## src/rtl/mlof_consts.svh

```systemverilog
// constants of the multilane output framer: codes, field values, timing
// assumes nothing; included by the design modules and the testbench
`ifndef MLOF_CONSTS_SVH
`define MLOF_CONSTS_SVH

// ----------------------------------------------------------------
// frame layout
// ----------------------------------------------------------------
`define MLOF_LANES 4
`define MLOF_FRAME_BITS 66
`define MLOF_SYNC_DATA 2'h1
`define MLOF_SYNC_CTRL 2'h2
`define MLOF_HDR_MARK 7'h01

// ----------------------------------------------------------------
// register frame type codes
// ----------------------------------------------------------------
`define MLOF_ZZ_AUTO_AUTO 8'hb4
`define MLOF_ZZ_AUTO_REQ 8'h55
`define MLOF_ZZ_REQ_AUTO 8'h99
`define MLOF_ZZ_REQ_REQ 8'hd2
`define MLOF_ZZ_ERROR 8'hcc
// idle frame type code: arbitrary neutral value
`define MLOF_IDLE_CODE 8'h1e

// ----------------------------------------------------------------
// status codes
// ----------------------------------------------------------------
`define MLOF_ST_READY 4'h0
`define MLOF_ST_ERROR 4'h1
`define MLOF_ST_WARN 4'h2
`define MLOF_ST_BOTH 4'h3
`define MLOF_ST_TRIG_FULL 4'h5
`define MLOF_ST_NO_LOCK 4'h6

// ----------------------------------------------------------------
// queue, scrambler, timing
// ----------------------------------------------------------------
`define MLOF_RDQ_DEPTH 8
`define MLOF_SCR_SEED 58'h3ff_ffff_ffff_ffff
`define MLOF_LANE_RATE_MBPS 1280
`define MLOF_MCLK_PERIOD_NS 10

`endif

```

## src/rtl/mlof_pkg.sv

```systemverilog
// types of the multilane output framer
// assumes nothing; uses none of the constants of mlof_consts.svh
package mlof_pkg;

  // frame category sent on all active lanes in one frame period
  typedef enum logic [1:0] {
    MLOF_IDLE = 2'b00,
    MLOF_DATA = 2'b01,
    MLOF_REG = 2'b10
  } mlof_kind_t;

  // one read-back queue entry: extended address and captured value
  typedef struct packed {
    logic [9:0] eaddr;
    logic [15:0] value;
  } mlof_rdq_t;

endpackage

```

## src/rtl/mlof_scrambler.sv

```systemverilog
// self-synchronous 64b/66b scrambler for one lane's 64 payload bits
// assumes the caller keeps the sync header outside and pulses advance
// once per transmitted frame
`timescale 1ns/1ps
`default_nettype none
`include "mlof_consts.svh"

module mlof_scrambler (
  input wire logic mclk,
  input wire logic nrst,
  input wire logic advance,
  input wire logic [63:0] payload,
  output logic [63:0] scrambled
);

  logic [57:0] state;
  logic [57:0] next_state;

  // ----------------------------------------------------------------
  // polynomial x^58 + x^39 + 1, bit 0 first
  // ----------------------------------------------------------------
  always_comb begin
    logic [57:0] s;
    s = state;
    scrambled = 64'h0;
    for (int k = 0; k < 64; k++) begin
      scrambled[k] = payload[k] ^ s[38] ^ s[57];
      s = {s[56:0], scrambled[k]};
    end
    next_state = s;
  end

  always_ff @(posedge mclk or negedge nrst) begin
    if (!nrst) begin
      state <= `MLOF_SCR_SEED;
    end else if (advance) begin
      state <= next_state;
    end
  end

endmodule
`default_nettype wire

```

## src/rtl/mlof_output_framer.sv

```systemverilog
// multilane output framer: data, header and register frames on 1-4 lanes
// assumes same-clock config, record and read-back sources; only
// ext_clk_pin comes from outside the mclk domain
//
// Function
// - one to four lanes, count chosen by configuration
// - frame rate full, divided by 2, 4, 8, or from external clock
// - all active lanes send the same frame category each period
// - 66-bit frames, sync 01 for data, 10 for control or user
// - repeat programmable count of data slots then one register frame
// - idle fills empty data slots; register frames only in own slot
// - register frame: type, two address/value pairs, four status bits
// - extended address: 0 plus global address, or 1 plus pixel row
// - type code tells auto-filled or requested fields, or error
// - register frame is auto-filled even without read requests
// - each lane has its own two auto-fill selections
// - requested reads go to lane 0 only, ahead of auto-fill
// - one pending: first auto, second requested; two: both requested
// - status: ready, error, warning, both, trigger full, no lock
// - data frame holds two four-pixel groups, column index and row
// - event headers go out as data frames with sync 01
// - header: pattern 0000001, trigger id, tag, bunch crossing count
// - contents formatted before scrambling; receiver descrambles
// - hit record: 16-bit group address then four 4-bit charges
`timescale 1ns/1ps
`default_nettype none
`include "mlof_consts.svh"

module mlof_output_framer (
  input wire logic mclk,
  input wire logic nrst,
  input wire logic [1:0] active_lanes_sel,
  input wire logic [1:0] rate_div_sel,
  input wire logic ext_clk_sel,
  input wire logic ext_clk_pin,
  input wire logic [7:0] data_slots,
  input wire logic rec_valid,
  output logic rec_ready,
  input wire logic rec_is_header,
  input wire logic [15:0] rec_pixel_addr,
  input wire logic [15:0] rec_charge,
  input wire logic [4:0] rec_trigger_id,
  input wire logic [4:0] rec_trigger_tag,
  input wire logic [14:0] rec_bunch_crossing_count,
  input wire logic register_readback_request,
  input wire logic [8:0] readback_reg_addr,
  input wire logic [15:0] readback_value,
  input wire logic [8:0] pixel_row_addr,
  input wire logic [39:0] autofill_select_first,
  input wire logic [39:0] autofill_select_second,
  input wire logic [63:0] autofill_value_first,
  input wire logic [63:0] autofill_value_second,
  input wire logic error_event,
  input wire logic warning_event,
  input wire logic trigger_queue_full,
  input wire logic no_input_lock,
  output logic [263:0] lane_frame,
  output logic lane_frame_strobe,
  output logic [3:0] lane_active,
  output logic readback_overflow
);

  localparam int FRAME_CYC = (`MLOF_FRAME_BITS * 1000) /
                             (`MLOF_LANE_RATE_MBPS * `MLOF_MCLK_PERIOD_NS);
  localparam logic [3:0] FRAME_LAST = 4'(FRAME_CYC - 1);
  localparam logic [3:0] RDQ_FULL = 4'(`MLOF_RDQ_DEPTH);

  // ----------------------------------------------------------------
  // frame period: divider or external clock
  // ----------------------------------------------------------------
  logic ext_meta;
  logic ext_sync;
  logic ext_last;
  logic [3:0] base_cnt;
  logic [2:0] div_cnt;
  logic [2:0] div_mask;
  logic base_tick;
  logic tick;

  always_ff @(posedge mclk or negedge nrst) begin
    if (!nrst) begin
      ext_meta <= 1'b0;
      ext_sync <= 1'b0;
      ext_last <= 1'b0;
    end else begin
      ext_meta <= ext_clk_pin;
      ext_sync <= ext_meta;
      ext_last <= ext_sync;
    end
  end

  always_comb begin
    unique case (rate_div_sel)
      2'h0: div_mask = 3'h0;
      2'h1: div_mask = 3'h1;
      2'h2: div_mask = 3'h3;
      2'h3: div_mask = 3'h7;
    endcase
  end

  assign base_tick = (base_cnt == FRAME_LAST);
  // one frame per external rising edge when the external clock is chosen
  assign tick = ext_clk_sel ? (ext_sync & ~ext_last) :
                (base_tick && ((div_cnt & div_mask) == 3'h0));

  always_ff @(posedge mclk or negedge nrst) begin
    if (!nrst) begin
      base_cnt <= 4'h0;
      div_cnt <= 3'h0;
    end else if (base_tick) begin
      base_cnt <= 4'h0;
      div_cnt <= 3'(div_cnt + 3'h1);
    end else begin
      base_cnt <= 4'(base_cnt + 4'h1);
    end
  end

  // ----------------------------------------------------------------
  // active lanes
  // ----------------------------------------------------------------
  logic [3:0] lane_mask;

  always_comb begin
    unique case (active_lanes_sel)
      2'h0: lane_mask = 4'h1;
      2'h1: lane_mask = 4'h3;
      2'h2: lane_mask = 4'h7;
      2'h3: lane_mask = 4'hf;
    endcase
  end

  // ----------------------------------------------------------------
  // record pairing into per-lane data frames
  // ----------------------------------------------------------------
  logic [31:0] rec_word;
  logic [31:0] first_rec;
  logic have_first;
  logic [1:0] wr_lane;
  logic [63:0] hold [4];
  logic [3:0] hold_full;
  logic take;
  logic pair_done;
  logic all_full;
  logic send_data;

  always_comb begin
    if (rec_is_header) begin
      rec_word = {`MLOF_HDR_MARK, rec_trigger_id, rec_trigger_tag,
                  rec_bunch_crossing_count};
    end else begin
      rec_word = {rec_pixel_addr, rec_charge};
    end
  end

  // a full holding slot stalls the source until the next data slot
  assign rec_ready = ~hold_full[wr_lane];
  assign take = rec_valid & rec_ready;
  assign pair_done = take & have_first;
  assign all_full = &(hold_full | ~lane_mask);

  always_ff @(posedge mclk or negedge nrst) begin
    if (!nrst) begin
      have_first <= 1'b0;
      first_rec <= 32'h0;
    end else if (take) begin
      have_first <= ~have_first;
      if (!have_first) begin
        first_rec <= rec_word;
      end
    end
  end

  always_ff @(posedge mclk or negedge nrst) begin
    if (!nrst) begin
      wr_lane <= 2'h0;
    end else if (!lane_mask[wr_lane]) begin
      wr_lane <= 2'h0;
    end else if (pair_done) begin
      if (!lane_mask[2'(wr_lane + 2'h1)] || wr_lane == 2'h3) begin
        wr_lane <= 2'h0;
      end else begin
        wr_lane <= 2'(wr_lane + 2'h1);
      end
    end
  end

  always_ff @(posedge mclk or negedge nrst) begin
    if (!nrst) begin
      hold_full <= 4'h0;
      for (int i = 0; i < 4; i++) begin
        hold[i] <= 64'h0;
      end
    end else begin
      for (int i = 0; i < 4; i++) begin
        if (send_data && lane_mask[i]) begin
          hold_full[i] <= 1'b0;
        end
        if (pair_done && wr_lane == 2'(i)) begin
          hold_full[i] <= 1'b1;
          hold[i] <= {first_rec, rec_word};
        end
      end
    end
  end

  // ----------------------------------------------------------------
  // slot sequencing
  // ----------------------------------------------------------------
  logic [7:0] slot_cnt;
  logic reg_slot;
  logic reg_tick;
  mlof_pkg::mlof_kind_t kind;

  assign reg_slot = (slot_cnt >= data_slots);
  assign reg_tick = tick & reg_slot;
  assign send_data = tick & ~reg_slot & all_full;

  always_ff @(posedge mclk or negedge nrst) begin
    if (!nrst) begin
      slot_cnt <= 8'h0;
    end else if (tick) begin
      if (reg_slot) begin
        slot_cnt <= 8'h0;
      end else begin
        slot_cnt <= 8'(slot_cnt + 8'h1);
      end
    end
  end

  always_comb begin
    if (reg_slot) begin
      kind = mlof_pkg::MLOF_REG;
    end else if (all_full) begin
      kind = mlof_pkg::MLOF_DATA;
    end else begin
      kind = mlof_pkg::MLOF_IDLE;
    end
  end

  // ----------------------------------------------------------------
  // status: error and warning since the last register frame, lock and trigger full current
  // ----------------------------------------------------------------
  logic err_seen;
  logic warn_seen;
  logic [3:0] status;

  // a new event in the clearing cycle survives into the next period
  always_ff @(posedge mclk or negedge nrst) begin
    if (!nrst) begin
      err_seen <= 1'b0;
      warn_seen <= 1'b0;
    end else begin
      err_seen <= error_event | (err_seen & ~reg_tick);
      warn_seen <= warning_event | (warn_seen & ~reg_tick);
    end
  end

  always_comb begin
    if (no_input_lock) begin
      status = `MLOF_ST_NO_LOCK;
    end else if (trigger_queue_full) begin
      status = `MLOF_ST_TRIG_FULL;
    end else if (err_seen && warn_seen) begin
      status = `MLOF_ST_BOTH;
    end else if (err_seen) begin
      status = `MLOF_ST_ERROR;
    end else if (warn_seen) begin
      status = `MLOF_ST_WARN;
    end else begin
      status = `MLOF_ST_READY;
    end
  end

  // ----------------------------------------------------------------
  // read-back queue, lane 0 only
  // ----------------------------------------------------------------
  mlof_pkg::mlof_rdq_t rdq [`MLOF_RDQ_DEPTH];
  logic [2:0] rd_ptr;
  logic [2:0] wr_ptr;
  logic [3:0] rdq_cnt;
  logic [9:0] req_eaddr;
  logic push;
  logic [1:0] pop_n;
  mlof_pkg::mlof_rdq_t head0;
  mlof_pkg::mlof_rdq_t head1;

  // the value is captured at request time since the portal moves on
  assign req_eaddr = (readback_reg_addr == 9'h0) ?
                     {1'b1, pixel_row_addr} :
                     {1'b0, readback_reg_addr};
  assign push = register_readback_request && (rdq_cnt != RDQ_FULL);
  assign head0 = rdq[rd_ptr];
  assign head1 = rdq[3'(rd_ptr + 3'h1)];

  always_comb begin
    pop_n = 2'h0;
    if (reg_tick && !readback_overflow) begin
      if (rdq_cnt >= 4'h2) begin
        pop_n = 2'h2;
      end else if (rdq_cnt == 4'h1) begin
        pop_n = 2'h1;
      end
    end
  end

  always_ff @(posedge mclk or negedge nrst) begin
    if (!nrst) begin
      wr_ptr <= 3'h0;
      for (int i = 0; i < `MLOF_RDQ_DEPTH; i++) begin
        rdq[i] <= '0;
      end
    end else if (push) begin
      rdq[wr_ptr] <= '{eaddr: req_eaddr, value: readback_value};
      wr_ptr <= 3'(wr_ptr + 3'h1);
    end
  end

  always_ff @(posedge mclk or negedge nrst) begin
    if (!nrst) begin
      rd_ptr <= 3'h0;
      rdq_cnt <= 4'h0;
    end else begin
      rd_ptr <= 3'(rd_ptr + {1'b0, pop_n});
      rdq_cnt <= 4'(rdq_cnt + {3'h0, push} - {2'h0, pop_n});
    end
  end

  // overflow is reported once as an error frame on lane 0
  always_ff @(posedge mclk or negedge nrst) begin
    if (!nrst) begin
      readback_overflow <= 1'b0;
    end else begin
      readback_overflow <= (register_readback_request && !push) |
                           (readback_overflow & ~reg_tick);
    end
  end

  // ----------------------------------------------------------------
  // per-lane payload, scrambling and output
  // ----------------------------------------------------------------
  logic [63:0] payload [4];
  logic [63:0] scr [4];
  logic [25:0] auto_a [4];
  logic [25:0] auto_b [4];
  logic [65:0] lane_word [4];

  always_comb begin
    for (int i = 0; i < 4; i++) begin
      auto_a[i] = {autofill_select_first[i*10 +: 10],
                   autofill_value_first[i*16 +: 16]};
      auto_b[i] = {autofill_select_second[i*10 +: 10],
                   autofill_value_second[i*16 +: 16]};
      unique case (kind)
        mlof_pkg::MLOF_DATA: payload[i] = hold[i];
        mlof_pkg::MLOF_IDLE: payload[i] = {`MLOF_IDLE_CODE, 56'h0};
        mlof_pkg::MLOF_REG: payload[i] = {`MLOF_ZZ_AUTO_AUTO,
                                          auto_a[i], auto_b[i],
                                          status};
      endcase
    end
    if (kind == mlof_pkg::MLOF_REG) begin
      if (readback_overflow) begin
        payload[0] = {`MLOF_ZZ_ERROR, 52'h0, status};
      end else if (rdq_cnt >= 4'h2) begin
        payload[0] = {`MLOF_ZZ_REQ_REQ, head0, head1, status};
      end else if (rdq_cnt == 4'h1) begin
        payload[0] = {`MLOF_ZZ_AUTO_REQ, auto_a[0], head0,
                      status};
      end
    end
  end

  for (genvar g = 0; g < 4; g++) begin : g_lane
    mlof_scrambler u_scr (
      .mclk(mclk),
      .nrst(nrst),
      .advance(tick & lane_mask[g]),
      .payload(payload[g]),
      .scrambled(scr[g])
    );
    assign lane_frame[g*66 +: 66] = lane_word[g];
  end

  always_ff @(posedge mclk or negedge nrst) begin
    if (!nrst) begin
      lane_frame_strobe <= 1'b0;
      lane_active <= 4'h1;
      for (int i = 0; i < 4; i++) begin
        lane_word[i] <= 66'h0;
      end
    end else begin
      lane_frame_strobe <= tick;
      if (tick) begin
        lane_active <= lane_mask;
        for (int i = 0; i < 4; i++) begin
          if (!lane_mask[i]) begin
            lane_word[i] <= 66'h0;
          end else if (kind == mlof_pkg::MLOF_DATA) begin
            lane_word[i] <= {`MLOF_SYNC_DATA, scr[i]};
          end else begin
            lane_word[i] <= {`MLOF_SYNC_CTRL, scr[i]};
          end
        end
      end
    end
  end

endmodule
`default_nettype wire

```

## config.mk

```make
export PLATFORM = sky130hd
export DESIGN_NAME = mlof_output_framer
export DESIGN_NICKNAME = d
export VERILOG_FILES = /design/src/rtl/mlof_pkg.sv /design/src/rtl/mlof_scrambler.sv /design/src/rtl/mlof_output_framer.sv
export VERILOG_INCLUDE_DIRS = /design/src /design/src/rtl
export SDC_FILE = /design/constraint.sdc
export NUM_CORES = 2
export LEC_CHECK = 0
export BUFFER_PORTS_ARGS = -buffer_cell sky130_fd_sc_hd__buf_2
export CAP_MARGIN = 20
export CORE_ASPECT_RATIO = 1.1
export CORE_MARGIN = 10
export CORE_UTILIZATION = 40
export CTS_CLUSTER_SIZE = 14
export DETAILED_ROUTE_END_ITERATION = 10
export GPL_ROUTABILITY_DRIVEN = 0
export GPL_TIMING_DRIVEN = 0
export PLACE_DENSITY_LB_ADDON = 0.12
export REMOVE_ABC_BUFFERS = 1
export SKIP_CTS_REPAIR_TIMING = 1
export SLEW_MARGIN = 40
export SYNTH_ARGS = -nofsm -noshare
export SYNTH_HDL_FRONTEND = slang
export SYNTH_SLANG_ARGS = --single-unit
```

## constraint.sdc

```tcl
create_clock -name mclk -period 10 [get_ports mclk]
set_input_delay 0.5 -clock mclk [delete_from_list [all_inputs] [get_ports mclk]]
set_output_delay 0.5 -clock mclk [all_outputs]
set_load 0.01 [all_outputs]
```

; ---- Yosys cells after proc, flatten, opt, wreduce, memory -nomap -nowiden
; Cells that the tools add are included.
[totals]
reg_bits = 1035
inputBits = 322
[op_classes]
n_addsub = 9
magnitude_cmp = 8
eq_ne = 15
mux = 59
bitwise = 539
n_reduce_logical = 30
[ops]
columns = op, count
row1 = 64-bit case mux with 3 select lines, 4
row2 = 66-bit two-way mux, 8
row3 = 1-bit XOR, 512
row4 = 64-bit two-way mux, 4
row5 = 208-bit bitwise mux, 1
row6 = 26-bit binary-select mux with 3-bit select, 2
row7 = 26-bit two-way mux, 5
row8 = 26-bit demux with 3-bit select, 1
row9 = 32-bit two-way mux, 1
row10 = 2-bit two-way mux, 9
row11 = 4-bit case mux with 4 select lines, 1
row12 = "2-bit == test, second input constant", 7
row13 = 1-bit logical AND, 14
row14 = 1-bit two-way mux, 14
row15 = 1-bit AND, 13
row16 = "4-bit greater-or-equal comparator, second input constant", 3
row17 = 3-bit inverter with 4-bit output, 3
row18 = 3-bit case mux with 4 select lines, 1
row19 = 10-bit two-way mux, 1
row20 = "3-bit by 1-bit adder with 3-bit output, second input constant", 3
row21 = 9-bit logical NOT, 1
row22 = "8-bit by 1-bit adder with 8-bit output, second input constant", 1
row23 = "2-bit by 1-bit == test with 1-bit output, second input constant", 4
row24 = 8-bit greater-or-equal comparator, 1
row25 = other kinds (28), 46

; ---- Longest topological paths before layout
[depth]
ltp_word = 19
mapped_depth = 16
mapped_depth_nobuf = 13

; ---- Cells and area by module
; Synthesis repeated with hierarchy kept, for this count alone.
[unflattened]
cells_unflattened = 4408
area_unflattened_um2 = 51597.0
[by_module_without_submodules]
columns = module, instances, cells_per_inst, area_each_um2, seq_area_each_um2
row1 = mlof_output_framer, 1, 3484, 37233.2, 20069.2
row2 = mlof_scrambler, 4, 231, 3590.9, 1524.0

; ---- Worst setup path before layout
; Ideal clock, no wire load.
[synth_timing]
kind = reg2reg
start = register base_cnt[0]
end = register rdq_cnt[2]
arrival_time_ps = 3221
slack_ps = 6656
stages_incl_launch_ff = 16
synth_period_minus_slack_ps = 3344
path_cell_list = dfrtp_1 > inv_1 > ha_1 > and3b_1 > clkbuf_1 > o211ai_1 > o21a_1 > clkbuf_1 > clkbuf_1 > clkbuf_1 > nor3_1 > ha_1 > inv_1 > ha_1 > fa_1 > xor2_1
[synth_via]
elab_chain_len = 7
[synth_lines]
columns = element, line
row1 = start: declaration, mlof_output_framer.sv:74  ; logic [3:0] base_cnt;
row2 = start signal: assignment, mlof_output_framer.sv:114  ; base_cnt <= 4'(base_cnt + 4'h1);
row3 = 4-bit by 3-bit == test with 1-bit output, mlof_output_framer.sv:101  ; assign base_tick = (base_cnt == FRAME_LAST);
row4 = 1-bit logical AND, mlof_output_framer.sv:104  ; (base_tick && ((div_cnt & div_mask) == 3'h0));
row5 = 1-bit two-way mux, mlof_output_framer.sv:103  ; assign tick = ext_clk_sel ? (ext_sync & ~ext_last) :
row6 = 1-bit AND, mlof_output_framer.sv:215  ; assign reg_tick = tick & reg_slot;
row7 = 1-bit logical AND, mlof_output_framer.sv:297  ; if (reg_tick && !readback_overflow) begin
row8 = 2-bit two-way mux, mlof_output_framer.sv:297
row9 = 4-bit by 2-bit subtractor with 4-bit output, mlof_output_framer.sv:324  ; rdq_cnt <= 4'(rdq_cnt + {3'h0, push} - {2'h0, pop_n});
row10 = end signal: assignment, mlof_output_framer.sv:324
row11 = end: declaration, mlof_output_framer.sv:280  ; logic [3:0] rdq_cnt;
; Every way passes these cells.
; A chain may end at the register's enable or synchronous reset.

; ---- Worst setup path in the final report
[layout_timing]
start = register slot_cnt[1]
end = register g_lane[3].u_scr.state[1]
[layout_via]
elab_chain_len = 8
elab_cells_between_ends = 12
cone_classes = 1 x order compare / 2 x eq/ne / 2 x mux / 6 x bitwise / 1 x reduce/logical
[layout_lines]
columns = element, line
row1 = start: declaration, mlof_output_framer.sv:209  ; logic [7:0] slot_cnt;
row2 = start signal: assignment, mlof_output_framer.sv:225  ; slot_cnt <= 8'(slot_cnt + 8'h1);
row3 = 8-bit greater-or-equal comparator *, mlof_output_framer.sv:214  ; assign reg_slot = (slot_cnt >= data_slots);
row4 = 2-bit two-way mux *, mlof_output_framer.sv:231  ; if (reg_slot) begin
row5 = "2-bit == test, or another cell as far along", mlof_output_framer.sv:353  ; unique case (kind)
row6 = 64-bit case mux with 3 select lines *, mlof_output_framer.sv:353
row7 = 1-bit XOR (3 in a row), mlof_scrambler.sv:27  ; scrambled[k] = payload[k] ^ s[38] ^ s[57];
row8 = 1-bit XOR *, mlof_scrambler.sv:27
row9 = end signal: assignment, mlof_scrambler.sv:35  ; state <= `MLOF_SCR_SEED;
row10 = end signal: assignment, mlof_scrambler.sv:37  ; state <= next_state;
row11 = end: declaration, mlof_scrambler.sv:16  ; logic [57:0] state;
; Every way passes the cells marked *; elsewhere a longest branch is shown, timed or not.

==> results.sh <==
export IMPL_start_util_pct=40.23
export IMPL_finalClockSkew_ps=23.98
export IMPL_crit_fanout=38
export IMPL_reg2regPathDepth=13
export IMPL_cp_required_ps=10630
export IMPL_yosysTopAreaCell="dfrtp_1"
export IMPL_rows=136
export IMPL_coreArea_sq_um=124900
export IMPL_wl_per_cell_um=25.78
export IMPL_grt_max_degree=99
export IMPL_synth_top_area_share_pct=39.94
export IMPL_fin_area_sq_um=60230
export IMPL_final_common_cell="dfrtp_1"
export IMPL_io_pins=593
export IMPL_crit_start="slot_cnt[1]$_DFFE_PN0N_"
export IMPL_ys_flop_type="dfrtp_1"
export IMPL_finalCoreUtilization_pct=48.23
export IMPL_synth_edf_count=0
export IMPL_crit_path_cell_trace="ha_1 -> nor2b_1 -> o211a_1 -> o311ai_4 -> buf_6 -> nand2_4 -> buf_12 -> buf_12 -> buf_12 -> a21oi_1 -> xnor2_1 -> xnor3_1 -> o21ai_0"
export IMPL_grt_use_met2_pct=40.30
export IMPL_grt_use_met1_pct=32.62
export IMPL_path_depth=13
export IMPL_die_height_um=391.7
export IMPL_cpMaxStageDelayCell="xnor3_1"
export IMPL_ys_seq_area_share_pct=52.07
export IMPL_clockRootBuffer="clkbuf_16"
export IMPL_endpoint="g_lane[3].u_scr.state[1]$_DFFE_PN1P_"
export IMPL_grt_use_met3_pct=4.582
export IMPL_layoutNonFillerInstCount=6810
export IMPL_leakagePower_nw=27.18
export IMPL_remaining_drc_errors=0
export IMPL_htreeDepth=3
export IMPL_ant_nets=0
export IMPL_overflow=0
export IMPL_slew_viol_final=0
export IMPL_clk_latency_ps=720
export IMPL_grt_pass1_vias=36825
export IMPL_final_setup_viol_count=0
export IMPL_numCtsBuffers=114
export IMPL_synthToLayoutAreaGrowth_pct=19.86
export IMPL_grt_usage_pct=24.46
export IMPL_grt_setup_unrepaired="no"
export IMPL_nets=5394
export IMPL_path_clk_slew_ps=60
export IMPL_port_buffers=591
export IMPL_cts_num_sinks=1034
export IMPL_async_flop_share_pct=100.0
export IMPL_crit_buf_inv=4
export IMPL_r2r_end="g_lane[3].u_scr.state[1]$_DFFE_PN1P_"
export IMPL_p_total_w=0.01983
export IMPL_drt_iter0_markers=2480
export IMPL_hp_class="primary input to register"
export IMPL_die_x_um=358.0
export IMPL_die_area_sq_um=140200
export IMPL_drtPass1Iterations=5
export IMPL_synth_seq_cells=1034
export IMPL_avgSynthCellArea_sq_um=11.12
export IMPL_irDropWorstVdd_mv=0.1591
export IMPL_grt_busiest_layer="met2"
export IMPL_relSlewSlack_pct=39.55
export IMPL_antenna_found_initial=40
export IMPL_synth_distinct_cells=80
export IMPL_syn_inst=4520
export IMPL_synth_area_sq_um=50250
export IMPL_finalHoldViolations=0
export IMPL_fmax_mhz=237.0
export IMPL_power_density_nw_per_um2=329.3
export IMPL_period_share_pct=42.20
export IMPL_grt_pass1_wl_mm=255.2
export IMPL_crit_arrival_ps=4850
export IMPL_vias=36627
export IMPL_totalWireLength_mm=175.6
export IMPL_dp_hpwl_mm=133.1
export IMPL_finalCriticalPeriod_ps=4220
export IMPL_cp_end_kind="register"
export IMPL_crit_family="compound AO/OA/AOI/OAI gates"
export IMPL_drive_gt1_share_pct=30.98
export IMPL_tightest_slew_ps=904.8
export IMPL_drv_cap=0
export IMPL_fillCellCount=11713
export IMPL_reg2reg_slack_ps=5780
export IMPL_cts_tree="done"
export IMPL_slowest_delay_ps=530
export IMPL_ys_warn_count=0
export IMPL_synth_area_top_cells="dfrtp_1, dfstp_2, xnor2_1, mux2_2, o21ai_0"
export IMPL_r2r_start="slot_cnt[1]$_DFFE_PN0N_"
export IMPL_path_class="register to register"
export IMPL_layout_common_cells="dfrtp_1, nand2_1, buf_2"
export IMPL_cts_path_max_buffers=3
export IMPL_dp_cells=6580
export IMPL_vias_per_cell=5.378
export IMPL_status="completed"
export IMPL_timing_critical_path_mode_cell="buf_12"
export IMPL_place_area_sq_um=56250
export IMPL_start_kind="register"
export IMPL_whs_ps=61.54
## worst min-delay path by stage
stage / from / to / depth (start not counted)
after global routing: register_readback_request / readback_overflow$_DFF_PN0_ / 2
after global placement: ext_meta$_DFF_PN0_ / ext_sync$_DFF_PN0_ / 0
final: register_readback_request / readback_overflow$_DFF_PN0_ / 2
after floorplan: nrst / base_cnt[0]$_DFF_PN0_ / 0
after detailed placement: ext_meta$_DFF_PN0_ / ext_sync$_DFF_PN0_ / 0
after CTS: nrst / hold[75]$_DFFE_PN0P_ / 1
## worst reg2reg max path, delay by kind of cell (launching register included)
kind,cells,cell delay [ps]
flops,1,440
fa+ha+maj,1,310
simple gates,2,440
buf+inv,4,980
xor+xnor,2,840
compound gates,4,1130
## flip-flops by register name, indices dropped and copies added, names as in the netlist, 2 cells and up
name and flops:
base_cnt 4, slot_cnt 8, first_rec 32, lane_active 3
wr_ptr 3, lane_frame 264, g_lane.u_scr.state 232, hold_full 4
rdq 208, div_cnt 3, wr_lane 2, rd_ptr 3
hold 256, rdq_cnt 4
## routing by layer
| metal | wire [um] | vias up |
|---|---|---|
| met1 | 75500 | 18584 |
| met4 | 4872 | 20 |
| met5 | 111 | - |
| met2 | 84350 | 924 |
| li1 | - | 16866 |
| met3 | 10750 | 233 |
## power by group
part           internal (W)  switching [W]
clock network       0.00259        0.00181
logic               0.00352        0.00431
registers           0.00615        0.00145
total                0.0123        0.00757
## synthesized netlist by cell type (5+ instances only)
cell / count
a22oi_1: 26
nand4_1: 9
and4_1: 104
nor3_1: 12
a21oi_1: 248
xnor2_1: 387
o22ai_1: 9
mux2i_1: 67
dfrtp_1: 802
dfstp_2: 232
nand2b_1: 8
xnor3_1: 11
ha_1: 26
nand3_1: 15
o31ai_1: 5
inv_1: 24
a31oi_1: 17
xor3_1: 9
o21ai_1: 33
a22oi_2: 10
o21ai_0: 537
nand2_1: 628
a22o_1: 6
and3_1: 54
buf_1: 23
mux4_1: 14
mux2_2: 279
buf_2: 45
clkbuf_1: 212
a21o_1: 114
o21a_1: 24
nor2b_1: 9
nor2_1: 197
buf_6: 11
and2_0: 5
a32oi_1: 10
buf_4: 23
and2_1: 10
xnor2_2: 5
o211ai_2: 5
mux4_2: 88
xor2_1: 106
## kinds of logic (layout without fill, tap and decap cells)
kind of cell | after synthesis | count (layout) | share of synthesized area [%]
mux | 448 | 448 | 12.26
other cells | 1 | 9 | 0.007462
xor+xnor | 519 | 519 | 9.705
simple gates | 1065 | 1065 | 9.688
buf+inv | 343 | 969 | 3.107
flops | 1034 | 1034 | 52.07
compound gates | 1082 | 1082 | 12.43
fa+ha+maj | 28 | 28 | 0.7270
## through the flow
step	TNS [ps]	worst slack (ps)
after floorplan	-690190	-3568
after global placement	-	-16580
after detailed placement	0	5536
after CTS	0	5709
after global routing	0	5593
final	0	5780
## final cells by class
type / instances / area, sq um / share of cell area, %
clock inverters: 41 / 515.5 / 0.8558
inverters: 26 / 105.1 / 0.1745
flip-flops and latches: 1034 / 26180 / 43.46
clock buffers: 177 / 3392 / 5.631
repair buffers: 725 / 5075 / 8.425
diodes: 8 / 20.02 / 0.03324
well taps: 1656 / 2072 / 3.440
multi-input cells: 3143 / 22880 / 37.98
(Power assumes the default switching activity.)
